<file path="config.mk">
export PLATFORM = sky130hd
export DESIGN_NAME = tbc_trace_ctrl
export DESIGN_NICKNAME = d
export VERILOG_FILES = /design/src/verilog/tbc_trace_ctrl.v
export VERILOG_INCLUDE_DIRS = /design/src /design/src/shared
export SDC_FILE = /design/constraint.sdc
export NUM_CORES = 2
export LEC_CHECK = 0
export BUFFER_PORTS_ARGS = -buffer_cell sky130_fd_sc_hd__buf_2
export CAP_MARGIN = 15
export CORE_MARGIN = 8
export CORE_UTILIZATION = 60
export DETAILED_ROUTE_END_ITERATION = 12
export PLACE_DENSITY = 0.76
export REMOVE_ABC_BUFFERS = 1
export SYNTH_ARGS = -nofsm -noshare
export SYNTH_HDL_FRONTEND = slang
export SYNTH_SLANG_ARGS = --single-unit
</file>
<file path="constraint.sdc">
create_clock -name clk_i -period 12 [get_ports clk_i]
set_input_delay 2.4 -clock clk_i [delete_from_list [all_inputs] [get_ports clk_i]]
set_output_delay 2.4 -clock clk_i [all_outputs]
set_load 0.02 [all_outputs]
</file>
<file path="src/shared/tbc_defines.vh">
// Constants for the trace buffer and final-state controller.
// Included by the design file; holds definitions only.
`ifndef TBC_DEFINES_VH
`define TBC_DEFINES_VH

// Register byte offsets (word aligned)
`define TBC_OFS_CTRL      5'h00
`define TBC_OFS_STATUS    5'h04
`define TBC_OFS_TRACE     5'h08
`define TBC_OFS_CMPC      5'h0c
`define TBC_OFS_CMPD      5'h10

// Control register fields
`define TBC_CTL_ARM       0
`define TBC_CTL_TRIG      1
`define TBC_CTL_BRKEN     2
`define TBC_CTL_ALIGN     5:4
`define TBC_CTL_TSE       6
`define TBC_CTL_MODE      9:8
`define TBC_CTL_TIMESTAMP_ENABLE     10
`define TBC_CTL_RANGE     13:12
`define TBC_CTL_EEV       15:14
`define TBC_CTL_MASK      32'h0000_f777
`define TBC_CTL_RESET     32'h0000_0000

// Sequencer states
`define TBC_ST_IDLE       2'h0
`define TBC_ST_ARMED      2'h1
`define TBC_ST_FINAL      2'h2

// Trigger alignment
`define TBC_AL_END        2'h0
`define TBC_AL_BEGIN      2'h1
`define TBC_AL_MID        2'h2

// Trace modes
`define TBC_MD_NORMAL     2'h0
`define TBC_MD_LOOP1      2'h1
`define TBC_MD_DETAIL     2'h2
`define TBC_MD_PUREPC     2'h3

// External event use
`define TBC_EEV_OFF       2'h0
`define TBC_EEV_FORCE     2'h1
`define TBC_EEV_GATE      2'h2

// Trace range select
`define TBC_RG_INSIDE     2'h1

// Flow instruction kinds reported by the core
`define TBC_K_CONDBR      4'h1
`define TBC_K_LOOP        4'h2
`define TBC_K_IJMP        4'h3
`define TBC_K_IJSR        4'h4
`define TBC_K_RTI         4'h5
`define TBC_K_RTS         4'h6
`define TBC_K_VECTOR      4'h7

// Entry type codes in the info byte
`define TBC_CET_NONCOF    2'h0
`define TBC_CET_SRC       2'h1
`define TBC_CET_DST       2'h2
`define TBC_CET_VEC       2'h3

// Info byte bit positions inside a 32-bit entry
`define TBC_INF_MARK      28
`define TBC_INF_EEVI      26

// Session lengths in lines
`define TBC_BEGIN_LINES   7'h40
`define TBC_MID_LINES     7'h20

`define TBC_INVALID_WORD  16'h0000

`endif

</file>
<file path="src/verilog/tbc_trace_ctrl.v">
// Trace buffer, trigger alignment and final-state sequencer control.
// Assumes an Avalon-MM master on clk_i and core trace strobes on the same clock.
//
// The register addresses and the Avalon-MM interface to the registers are this design's own decisions.
`timescale 1ns/1ps
`default_nettype none
`include "tbc_defines.vh"

// Behaviour
// - Arm write enters state 1; clearing returns quietly
// - Begin/mid: hold final until session completes
// - Tracing off or end: final returns immediately
// - 64x64 circular RAM; counter per entry
// - Store only while trace source enabled
// - End and mid alignment wrap around
// - No capture while background debug active
// - 16-bit reads advance the read pointer
// - Read while armed: invalid, pointer kept
// - Detail mode may restrict to C..D window
// - Event forces entries only normal/loop1; gating always
// - Align field selects session start and end
// - Begin: store from final, 64 lines
// - Begin: triggering flow instruction is recorded
// - Begin/mid breakpoint only on return to 0
// - Mid: exactly 32 lines after trigger
// - Pure PC mid: mark last entry before trigger
// - End: trigger flow instruction not recorded
// - Four modes; timestamp in normal, loop1, detail
// - Normal mode records listed flow addresses
// - Direct branches, calls, background entry ignored
// - Entry holds full address plus info byte
module tbc_trace_ctrl #(
  parameter ADDR_W = 24,
  parameter LINES  = 64,
  parameter PTR_W  = 6,
  parameter TS_W   = 16
) (
  input  wire              clk_i,
  input  wire              rst_i,
  input  wire [4:0]        avs_address_i,
  input  wire              avs_read_i,
  input  wire              avs_write_i,
  input  wire [31:0]       avs_writedata_i,
  input  wire [3:0]        avs_byteenable_i,
  output reg  [31:0]       avs_readdata_o,
  output reg               avs_waitrequest_o,
  input  wire              trigger_i,
  input  wire              cof_valid_i,
  input  wire [3:0]        cof_kind_i,
  input  wire [ADDR_W-1:0] cof_addr_i,
  input  wire              pc_valid_i,
  input  wire [ADDR_W-1:0] pc_i,
  input  wire              acc_valid_i,
  input  wire [ADDR_W-1:0] acc_addr_i,
  input  wire [15:0]       acc_data_i,
  input  wire              acc_write_i,
  input  wire              bdc_active_i,
  input  wire              eev_pin_i,
  output reg               brk_req_o,
  output reg               armed_o,
  output reg  [1:0]        state_o
);

  reg  [63:0]       ram [0:LINES-1];
  reg  [31:0]       ctrl_ff;
  reg  [ADDR_W-1:0] cmpc_ff;
  reg  [ADDR_W-1:0] cmpd_ff;
  reg  [1:0]        state_ff;
  reg  [PTR_W-1:0]  wline_ff;
  reg               half_ff;
  reg  [31:0]       lo_ff;
  reg               wrap_ff;
  reg  [6:0]        ent_cnt_ff;
  reg  [6:0]        post_cnt_ff;
  reg  [PTR_W+1:0]  rptr_ff;
  reg  [TS_W-1:0]   ts_ff;
  reg  [ADDR_W-1:0] last_addr_ff;
  reg               last_v_ff;
  reg  [PTR_W-1:0]  last_line_ff;
  reg  [63:0]       last_data_ff;
  reg               last_hi_ff;
  reg               eev_s1_ff;
  reg               eev_s2_ff;
  reg               eev_s3_ff;

  wire [1:0] align   = ctrl_ff[`TBC_CTL_ALIGN];
  wire [1:0] mode    = ctrl_ff[`TBC_CTL_MODE];
  wire [1:0] eev_cfg = ctrl_ff[`TBC_CTL_EEV];
  wire       tse     = ctrl_ff[`TBC_CTL_TSE];
  wire       brk_en  = ctrl_ff[`TBC_CTL_BRKEN];
  wire       timestamp_enable   = ctrl_ff[`TBC_CTL_TIMESTAMP_ENABLE];

  // Bus handshake: every access answers one cycle after it is seen
  wire req      = avs_read_i | avs_write_i;
  wire acc_done = req & ~avs_waitrequest_o;
  wire wr_done  = acc_done & avs_write_i;
  wire rd_done  = acc_done & avs_read_i;
  wire wr_ctrl  = wr_done & (avs_address_i[4:2] == `TBC_OFS_CTRL >> 2);
  wire wr_trace = wr_done & (avs_address_i[4:2] == `TBC_OFS_TRACE >> 2);
  wire rd_trace = rd_done & (avs_address_i[4:2] == `TBC_OFS_TRACE >> 2);

  wire [31:0] be_mask = {{8{avs_byteenable_i[3]}}, {8{avs_byteenable_i[2]}},
                         {8{avs_byteenable_i[1]}}, {8{avs_byteenable_i[0]}}};
  wire [31:0] ctrl_wv = (ctrl_ff & ~be_mask) | (avs_writedata_i & be_mask);

  // External event pin: level from second stage, edge from second and third
  wire eev_lvl  = eev_s2_ff;
  wire eev_rise = eev_s2_ff & ~eev_s3_ff;

  wire sw_trig  = wr_ctrl & ctrl_wv[`TBC_CTL_TRIG];
  wire trig_ev  = (state_ff == `TBC_ST_ARMED) & (trigger_i | sw_trig);

  // Flow classification
  reg        cof_rec;
  reg  [1:0] cet;
  always @* begin
    cof_rec = cof_valid_i;
    cet     = `TBC_CET_NONCOF;
    case (cof_kind_i)
      `TBC_K_CONDBR, `TBC_K_LOOP: cet = `TBC_CET_SRC;
      `TBC_K_IJMP, `TBC_K_IJSR, `TBC_K_RTI, `TBC_K_RTS: cet = `TBC_CET_DST;
      `TBC_K_VECTOR: cet = `TBC_CET_VEC;
      default: cof_rec = 1'b0;
    endcase
  end

  wire md_nl      = (mode == `TBC_MD_NORMAL) | (mode == `TBC_MD_LOOP1);
  wire eev_force  = (eev_cfg == `TBC_EEV_FORCE) & eev_rise & md_nl;
  wire gate_ok    = (eev_cfg != `TBC_EEV_GATE) | eev_lvl;
  wire in_window  = (acc_addr_i >= cmpc_ff) & (acc_addr_i <= cmpd_ff);
  wire range_ok   = (ctrl_ff[`TBC_CTL_RANGE] != `TBC_RG_INSIDE) | in_window;
  wire loop_dup   = (mode == `TBC_MD_LOOP1) & last_v_ff & (cof_addr_i == last_addr_ff);
  wire one_line   = (mode == `TBC_MD_DETAIL) | (timestamp_enable & md_nl);
  wire pure_mark  = (mode == `TBC_MD_PUREPC) & (align == `TBC_AL_MID) & trig_ev;

  // Entry candidate for the current mode
  reg              ent_v;
  reg  [ADDR_W-1:0] ent_addr;
  reg  [7:0]       ent_info;
  always @* begin
    ent_v    = 1'b0;
    ent_addr = pc_i;
    ent_info = 8'h00;
    case (mode)
      `TBC_MD_NORMAL, `TBC_MD_LOOP1: begin
        ent_v    = (cof_rec & ~(loop_dup & ~eev_force)) | eev_force;
        ent_addr = cof_rec ? cof_addr_i : pc_i;
        ent_info = {(cof_rec ? cet : `TBC_CET_NONCOF), 3'h0, eev_force, 2'h0};
      end
      `TBC_MD_DETAIL: begin
        ent_v    = acc_valid_i & range_ok;
        ent_addr = acc_addr_i;
        ent_info = {7'h00, acc_write_i};
      end
      `TBC_MD_PUREPC: begin
        ent_v    = pc_valid_i;
        ent_addr = pc_i;
        ent_info = 8'h00;
      end
      default: ent_v = 1'b0;
    endcase
  end

  wire [31:0] e32_raw = {ent_info, ent_addr};
  wire [31:0] e32     = e32_raw | ({31'h0, pure_mark} << `TBC_INF_MARK);
  wire [15:0] ts_fld  = timestamp_enable ? ts_ff : 16'h0000;

  // Storage window by alignment
  reg win;
  always @* begin
    case (align)
      `TBC_AL_BEGIN: win = (state_ff == `TBC_ST_FINAL) | trig_ev;
      `TBC_AL_MID:   win = (state_ff == `TBC_ST_ARMED) | (state_ff == `TBC_ST_FINAL);
      default:       win = (state_ff == `TBC_ST_ARMED) & ~trig_ev;
    endcase
  end

  wire store     = ent_v & win & tse & ~bdc_active_i & gate_ok;
  wire line_done = store & (one_line | half_ff);
  wire patch     = pure_mark & ~store & last_v_ff;

  reg [63:0] line_wd;
  always @* begin
    if (mode == `TBC_MD_DETAIL)
      line_wd = {ts_fld, acc_data_i, e32};
    else if (one_line)
      line_wd = {ts_fld, 16'h0000, e32};
    else if (half_ff)
      line_wd = {e32, lo_ff};
    else
      line_wd = {32'h0000_0000, e32};
  end

  wire [63:0] patch_wd = last_data_ff |
                         (last_hi_ff ? ({63'h0, 1'b1} << (32 + `TBC_INF_MARK))
                                     : ({63'h0, 1'b1} << `TBC_INF_MARK));

  always @(posedge clk_i) begin
    if (store)
      ram[wline_ff] <= line_wd;
    else if (patch)
      ram[last_line_ff] <= patch_wd;
  end

  // Session completion for begin and mid alignment
  wire [6:0] sess_len = (align == `TBC_AL_BEGIN) ? `TBC_BEGIN_LINES : `TBC_MID_LINES;
  wire       held     = tse & ((align == `TBC_AL_BEGIN) | (align == `TBC_AL_MID));
  wire       sess_end = line_done & (state_ff == `TBC_ST_FINAL) &
                        (post_cnt_ff == sess_len - 7'h01);

  reg [1:0] nxt_state;
  reg       nxt_brk;
  always @* begin
    nxt_state = state_ff;
    nxt_brk   = 1'b0;
    case (state_ff)
      `TBC_ST_IDLE:
        if (wr_ctrl & ctrl_wv[`TBC_CTL_ARM])
          nxt_state = `TBC_ST_ARMED;
      `TBC_ST_ARMED:
        if (wr_ctrl & ~ctrl_wv[`TBC_CTL_ARM])
          nxt_state = `TBC_ST_IDLE;
        else if (trig_ev)
          nxt_state = `TBC_ST_FINAL;
      `TBC_ST_FINAL:
        if (~held | sess_end) begin
          nxt_state = `TBC_ST_IDLE;
          nxt_brk   = brk_en;
        end else if (wr_ctrl & ~ctrl_wv[`TBC_CTL_ARM])
          nxt_state = `TBC_ST_IDLE;
      default: nxt_state = `TBC_ST_IDLE;
    endcase
  end

  wire hw_disarm = (state_ff == `TBC_ST_FINAL) & (~held | sess_end);
  wire arming    = (state_ff == `TBC_ST_IDLE) & (nxt_state == `TBC_ST_ARMED);
  wire to_idle   = (state_ff != `TBC_ST_IDLE) & (nxt_state == `TBC_ST_IDLE);

  // Sequencer, control and status
  always @(posedge clk_i or posedge rst_i) begin
    if (rst_i) begin
      state_ff  <= `TBC_ST_IDLE;
      ctrl_ff   <= `TBC_CTL_RESET;
      brk_req_o <= 1'b0;
      armed_o   <= 1'b0;
      state_o   <= `TBC_ST_IDLE;
      cmpc_ff   <= {ADDR_W{1'b0}};
      cmpd_ff   <= {ADDR_W{1'b0}};
    end else begin
      state_ff  <= nxt_state;
      brk_req_o <= nxt_brk;
      armed_o   <= (nxt_state != `TBC_ST_IDLE);
      state_o   <= nxt_state;
      if (wr_ctrl)
        ctrl_ff <= ctrl_wv & `TBC_CTL_MASK & ~(32'h1 << `TBC_CTL_TRIG);
      // Hardware disarm beats a simultaneous arm write
      if (hw_disarm)
        ctrl_ff[`TBC_CTL_ARM] <= 1'b0;
      if (wr_done & (avs_address_i[4:2] == `TBC_OFS_CMPC >> 2))
        cmpc_ff <= avs_writedata_i[ADDR_W-1:0];
      if (wr_done & (avs_address_i[4:2] == `TBC_OFS_CMPD >> 2))
        cmpd_ff <= avs_writedata_i[ADDR_W-1:0];
    end
  end

  // Write side pointers and counters
  always @(posedge clk_i or posedge rst_i) begin
    if (rst_i) begin
      wline_ff     <= {PTR_W{1'b0}};
      half_ff      <= 1'b0;
      lo_ff        <= 32'h0000_0000;
      wrap_ff      <= 1'b0;
      ent_cnt_ff   <= 7'h00;
      post_cnt_ff  <= 7'h00;
      last_addr_ff <= {ADDR_W{1'b0}};
      last_v_ff    <= 1'b0;
      last_line_ff <= {PTR_W{1'b0}};
      last_data_ff <= 64'h0;
      last_hi_ff   <= 1'b0;
    end else if (arming) begin
      wline_ff    <= {PTR_W{1'b0}};
      half_ff     <= 1'b0;
      wrap_ff     <= 1'b0;
      ent_cnt_ff  <= 7'h00;
      post_cnt_ff <= 7'h00;
      last_v_ff   <= 1'b0;
    end else if (store) begin
      ent_cnt_ff   <= ent_cnt_ff + 7'h01;
      last_addr_ff <= ent_addr;
      last_v_ff    <= 1'b1;
      last_line_ff <= wline_ff;
      last_data_ff <= line_wd;
      last_hi_ff   <= half_ff & ~one_line;
      if (line_done) begin
        half_ff  <= 1'b0;
        wline_ff <= wline_ff + {{(PTR_W-1){1'b0}}, 1'b1};
        if (wline_ff == LINES - 1)
          wrap_ff <= 1'b1;
        if (state_ff == `TBC_ST_FINAL)
          post_cnt_ff <= post_cnt_ff + 7'h01;
      end else begin
        half_ff <= 1'b1;
        lo_ff   <= e32;
      end
    end else if (patch) begin
      last_data_ff <= patch_wd;
      if (~last_hi_ff)
        lo_ff <= lo_ff | (32'h1 << `TBC_INF_MARK);
    end
  end

  // Read pointer: starts at the oldest line once the session closes
  always @(posedge clk_i or posedge rst_i) begin
    if (rst_i)
      rptr_ff <= {(PTR_W+2){1'b0}};
    else if (to_idle)
      rptr_ff <= wrap_ff ? {wline_ff, 2'b00} : {(PTR_W+2){1'b0}};
    else if (wr_trace)
      rptr_ff <= {(PTR_W+2){1'b0}};
    else if (rd_trace & (state_ff == `TBC_ST_IDLE))
      rptr_ff <= rptr_ff + {{(PTR_W+1){1'b0}}, 1'b1};
  end

  always @(posedge clk_i or posedge rst_i) begin
    if (rst_i)
      ts_ff <= {TS_W{1'b0}};
    else
      ts_ff <= ts_ff + {{(TS_W-1){1'b0}}, 1'b1};
  end

  always @(posedge clk_i or posedge rst_i) begin
    if (rst_i) begin
      eev_s1_ff <= 1'b0;
      eev_s2_ff <= 1'b0;
      eev_s3_ff <= 1'b0;
    end else begin
      eev_s1_ff <= eev_pin_i;
      eev_s2_ff <= eev_s1_ff;
      eev_s3_ff <= eev_s2_ff;
    end
  end

  // Read data mux
  wire [63:0] rline = ram[rptr_ff[PTR_W+1:2]];
  reg  [15:0] rword;
  reg  [31:0] rd_mux;
  always @* begin
    case (rptr_ff[1:0])
      2'h0:    rword = rline[15:0];
      2'h1:    rword = rline[31:16];
      2'h2:    rword = rline[47:32];
      default: rword = rline[63:48];
    endcase
    case (avs_address_i[4:2])
      `TBC_OFS_CTRL >> 2:   rd_mux = ctrl_ff;
      `TBC_OFS_STATUS >> 2: rd_mux = {10'h000, rptr_ff[PTR_W+1:2], 1'b0, ent_cnt_ff,
                                      4'h0, wrap_ff, (state_ff != `TBC_ST_IDLE), state_ff};
      `TBC_OFS_TRACE >> 2:  rd_mux = {16'h0000, (state_ff == `TBC_ST_IDLE) ? rword
                                                                         : `TBC_INVALID_WORD};
      `TBC_OFS_CMPC >> 2:   rd_mux = {8'h00, cmpc_ff};
      `TBC_OFS_CMPD >> 2:   rd_mux = {8'h00, cmpd_ff};
      default:              rd_mux = 32'h0000_0000;
    endcase
  end

  always @(posedge clk_i or posedge rst_i) begin
    if (rst_i) begin
      avs_waitrequest_o <= 1'b1;
      avs_readdata_o    <= 32'h0000_0000;
    end else begin
      avs_waitrequest_o <= ~(req & avs_waitrequest_o);
      if (avs_read_i & avs_waitrequest_o)
        avs_readdata_o <= rd_mux;
    end
  end

endmodule // tbc_trace_ctrl
`default_nettype wire
</file>
==> out/qor.yml <==
synth:
  synth_xor_xnor_area_share_pct: 0.222
  syn_area_per_cell_um2: 22.2
  synth_top_area_share_pct: 71.8
  synth_cells: 7485
  synth_compound_area_share_pct: 1.61
  synth-edff-count: 3968
  synth_seq_cells: 4229
  yosys.area.top_type: "edfxtp_1"
  synth_flop_cell: "edfxtp_1"
  synth_cell_types: 78
  ys_seq_area_share_pct: 75.7
  synthMuxAreaShare_pct: 18.8
  synth_top_family_by_area: "multiplexers"
  synthAdderAreaFrac_pct: 0.437
  synth-simple-area-share_pct: 1.99
  async_reset_ff_share_pct: 6.17
  yosys-top-cells-area: "edfxtp_1 (72%), mux4_2 (16%), dfrtp_1 (3.9%), mux2_2 (1.3%), mux2i_1 (0.90%)"
  yosys_warnings: 0
  mappedNetlistArea_mm2: 0.166
floorplanning:
  die_y_um: 542
  initial_core_util_pct: 60.2
  die_area_mm2: 0.294
  io_pins: 181
  num_rows: 193
  core_area_mm2: 0.276
  dieWidth_um: 542
cts:
  ctsResizeCount: 0
  ctsHoldBuffers: 0
  clkLatencyLatePin_ns: 0.97
  postCtsSetupBuffers: 0
  clock_path_buffers: 4
  cts-root-buf: "clkbuf_16"
  cts_buffers: 409
  tritoncts: "yes"
  htreeDepth: 5
  clk_pin_slew_ns: 0.06
  clock_sinks: 4229
layout:
  layout-drive-gt1-share_pct: 31.1
  design_area_mm2: 0.186
  final_util_pct: 67.6
  layout.nets: 8118
  syn_to_final_growth_pct: 12.2
place:
  gp_congestion: 1.00
  hpwl_um: 260000
  postPlaceCellArea_mm2: 0.172
  io_buffers: 160
global_route:
  use_met1_pct: 41.5
  grt_max_degree: 137
  met3_usage_pct: 8.26
  met2_usage_pct: 50.7
  grt_busiest_layer: "met2"
  grt_pass1_wl_um: 672000
  grt_overflow: 0
  grt_pass1_vias: 87124
  grt_util_all_layers_pct: 32.8
  antenna_found_initial: 29
detailed_routing:
  wl_per_cell_um: 40.6
  drt_iter0_drc: 13826
  vias: 86634
  firstDrtPassIters: 8
  drt-vias-per-instance: 7.22
  routed_wirelength_um: 487000
  ant_nets: 0
  route.detailed.drc: 0
min_path:
  hp-class: "flop to flop"
setup_path:
  cpMostUsedCell: "buf_4"
  critPathCaptureType: "flop"
  crit_chain: "buf_2 -> ha_1 -> nand4_1 -> or3_1 -> nor2_1 -> buf_4 -> o31a_1 -> o21ai_0 -> a31oi_4 -> buf_4 -> buf_4 -> mux2i_2 -> buf_4 -> nor4_2 -> buf_4 -> buf_4"
  cp_max_fo: 51
  crit_slowest_cell: "buf_4"
  path_delay_family: "buffers and inverters"
  cp-start-kind: "primary input"
  cpPeakStageDelay_ns: 0.92
  crit_buf_inv: 7
  critPathRequiredTime_ns: 12.55
  crit_arrival_ns: 8.65
  critical_path_class: "primary input to flop"
timing:
  fin_crit_ns: 8.10
  rsz0062_at_grt: "no"
  tightest_slew_ns: 1.33
  min_period_over_period_pct: 67.5
  slew_headroom_pct: 11.5
  maxSlewViolCount: 0
  skew_ns: 0.0555
  finalSetupTns_ns: 0
  setup-violations-final: 0
  max_freq_mhz: 123
  hold_viol_final: 0
pwr:
  irDropWorstVdd_mv: 0.169
  p_per_area_mw_per_mm2: 173
  total_power_mw: 32.1
  p_leak_nw: 58.3
run_status:
  outcome: "finished, final reports clean"
job:
  drv_cap: 0
==> Yosys cell counts (34+ instances only) <==
library cell  count
a211oi_1         34
a21oi_1          91
a22o_1           35
buf_1            85
buf_2            95
clkbuf_1        241
dfrtp_1         260
edfxtp_1       3968
ha_1             58
inv_1            65
mux2_2          197
mux2i_1         150
mux4_2         1216
nand2_1         303
nand3_1          52
nor2_1           72
nor2b_1          44
nor4_1           78
o21ai_0          84
xnor2_1          37
==> registers in the layout, summed over array words and instances, names as in the netlist, 2 cells and up <==
signal          count
ts_ff              16
ctrl_ff            12
last_line_ff        6
ent_cnt_ff          7
rptr_ff             8
cmpd_ff            24
cmpc_ff            24
last_addr_ff       24
ram              3968
post_cnt_ff         7
lo_ff              29
avs_readdata_o     24
last_data_ff       62
state_ff            2
wline_ff            6
==> worst register-to-register path, delay by kind of cell, from the launching register on <==
kind / cells / cell delay, ns
buffers and inverters: 9 / 4.07
and+or+nand+nor: 4 / 0.94
adders and majority gates: 1 / 0.37
DFF: 1 / 0.39
muxes: 1 / 0.16
AOI/OAI and AO/OA: 3 / 0.62
==> layer usage <==
layer / vias up / share of wire [%]
li1: 32517 / -
met1: 45408 / 33
met2: 7156 / 47
met3: 1543 / 12
met4: 10 / 8.4
met5: - / 0.013
==> logic make-up (layout without fill, tap and decap cells) <==
family | after synthesis | after routing
flops | 4229 | 4229
buf+inv | 500 | 1269
xor+xnor | 42 | 42
other cells | 1 | 48
compound gates | 405 | 405
fa+ha+maj | 58 | 58
mux | 1568 | 1568
simple gates | 682 | 682
==> power by group <==
part | internal [mW] | switching (mW) | leakage (nW) | total (mW)
Combinational | 0.869 | 1.64 | 13.4 | 2.51
Clock | 7.32 | 5.57 | 6.48 | 12.9
Sequential | 16.6 | 0.138 | 38.5 | 16.7
==> path summary, 6_finish.rpt <==
check	slack, ns	cells after the start	endpoint	startpoint
max	3.90	16	ram[40][11]	acc_addr_i[22]
min	0.36	0	eev_lvl	eev_s1_ff
max reg2reg	4.84	18	ram[40][11]	cmpc_ff[10]
min reg2reg	0.36	0	eev_lvl	eev_s1_ff
max in group asynchronous	8.79	3	last_data_ff[33]	rst_i
min in group asynchronous	1.58	2	last_addr_ff[4]	rst_i
==> placed cells by master (no fill, tap or decap), types with 30 or more instances in the layout <==
cell type | synthesis | routed
clkinv_1 | 1 | 74
a211oi_1 | 34 | 34
nand4_1 | 30 | 30
nor4_2 | 0 | 64
nand3_1 | 52 | 51
nor2b_1 | 44 | 42
nor2_1 | 72 | 72
dfrtp_1 | 260 | 253
xnor2_1 | 37 | 35
clkbuf_16 | 0 | 412
bufinv_16 | 0 | 42
buf_4 | 11 | 247
inv_1 | 65 | 64
a21oi_1 | 91 | 84
buf_2 | 95 | 162
nand2_1 | 303 | 300
edfxtp_1 | 3968 | 3968
diode_2 | 0 | 40
mux2_2 | 197 | 197
mux2i_1 | 150 | 146
clkbuf_1 | 241 | 95
clkinv_2 | 0 | 75
ha_1 | 58 | 57
o21ai_0 | 84 | 83
a22o_1 | 35 | 35
mux4_2 | 1216 | 1216
==> final cells by class <==
type,count,area [um2]
antenna,40,100
clock buffer,521,10900
clock inverter,235,2430
fill,16576,89500
inverter,67,274
multi-input combinational,2763,38900
sequential,4229,126000
tap,3705,4640
timing repair buffer,446,3420
==> metrics by stage <==
stage / instances / worst slack [ns] / hold WS [ns]
final: 12006 / 3.90 / 0.356
after global routing: 11984 / 3.88 / 0.362
after floorplan: 7059 / -28.05 / 0.331
after detailed placement: 11186 / 3.07 / 0.342
after global placement: 11185 / 3.09 / 0.340
after CTS: 11942 / 4.06 / 0.355
No activity file was read; power rests on OpenSTA's default activity.
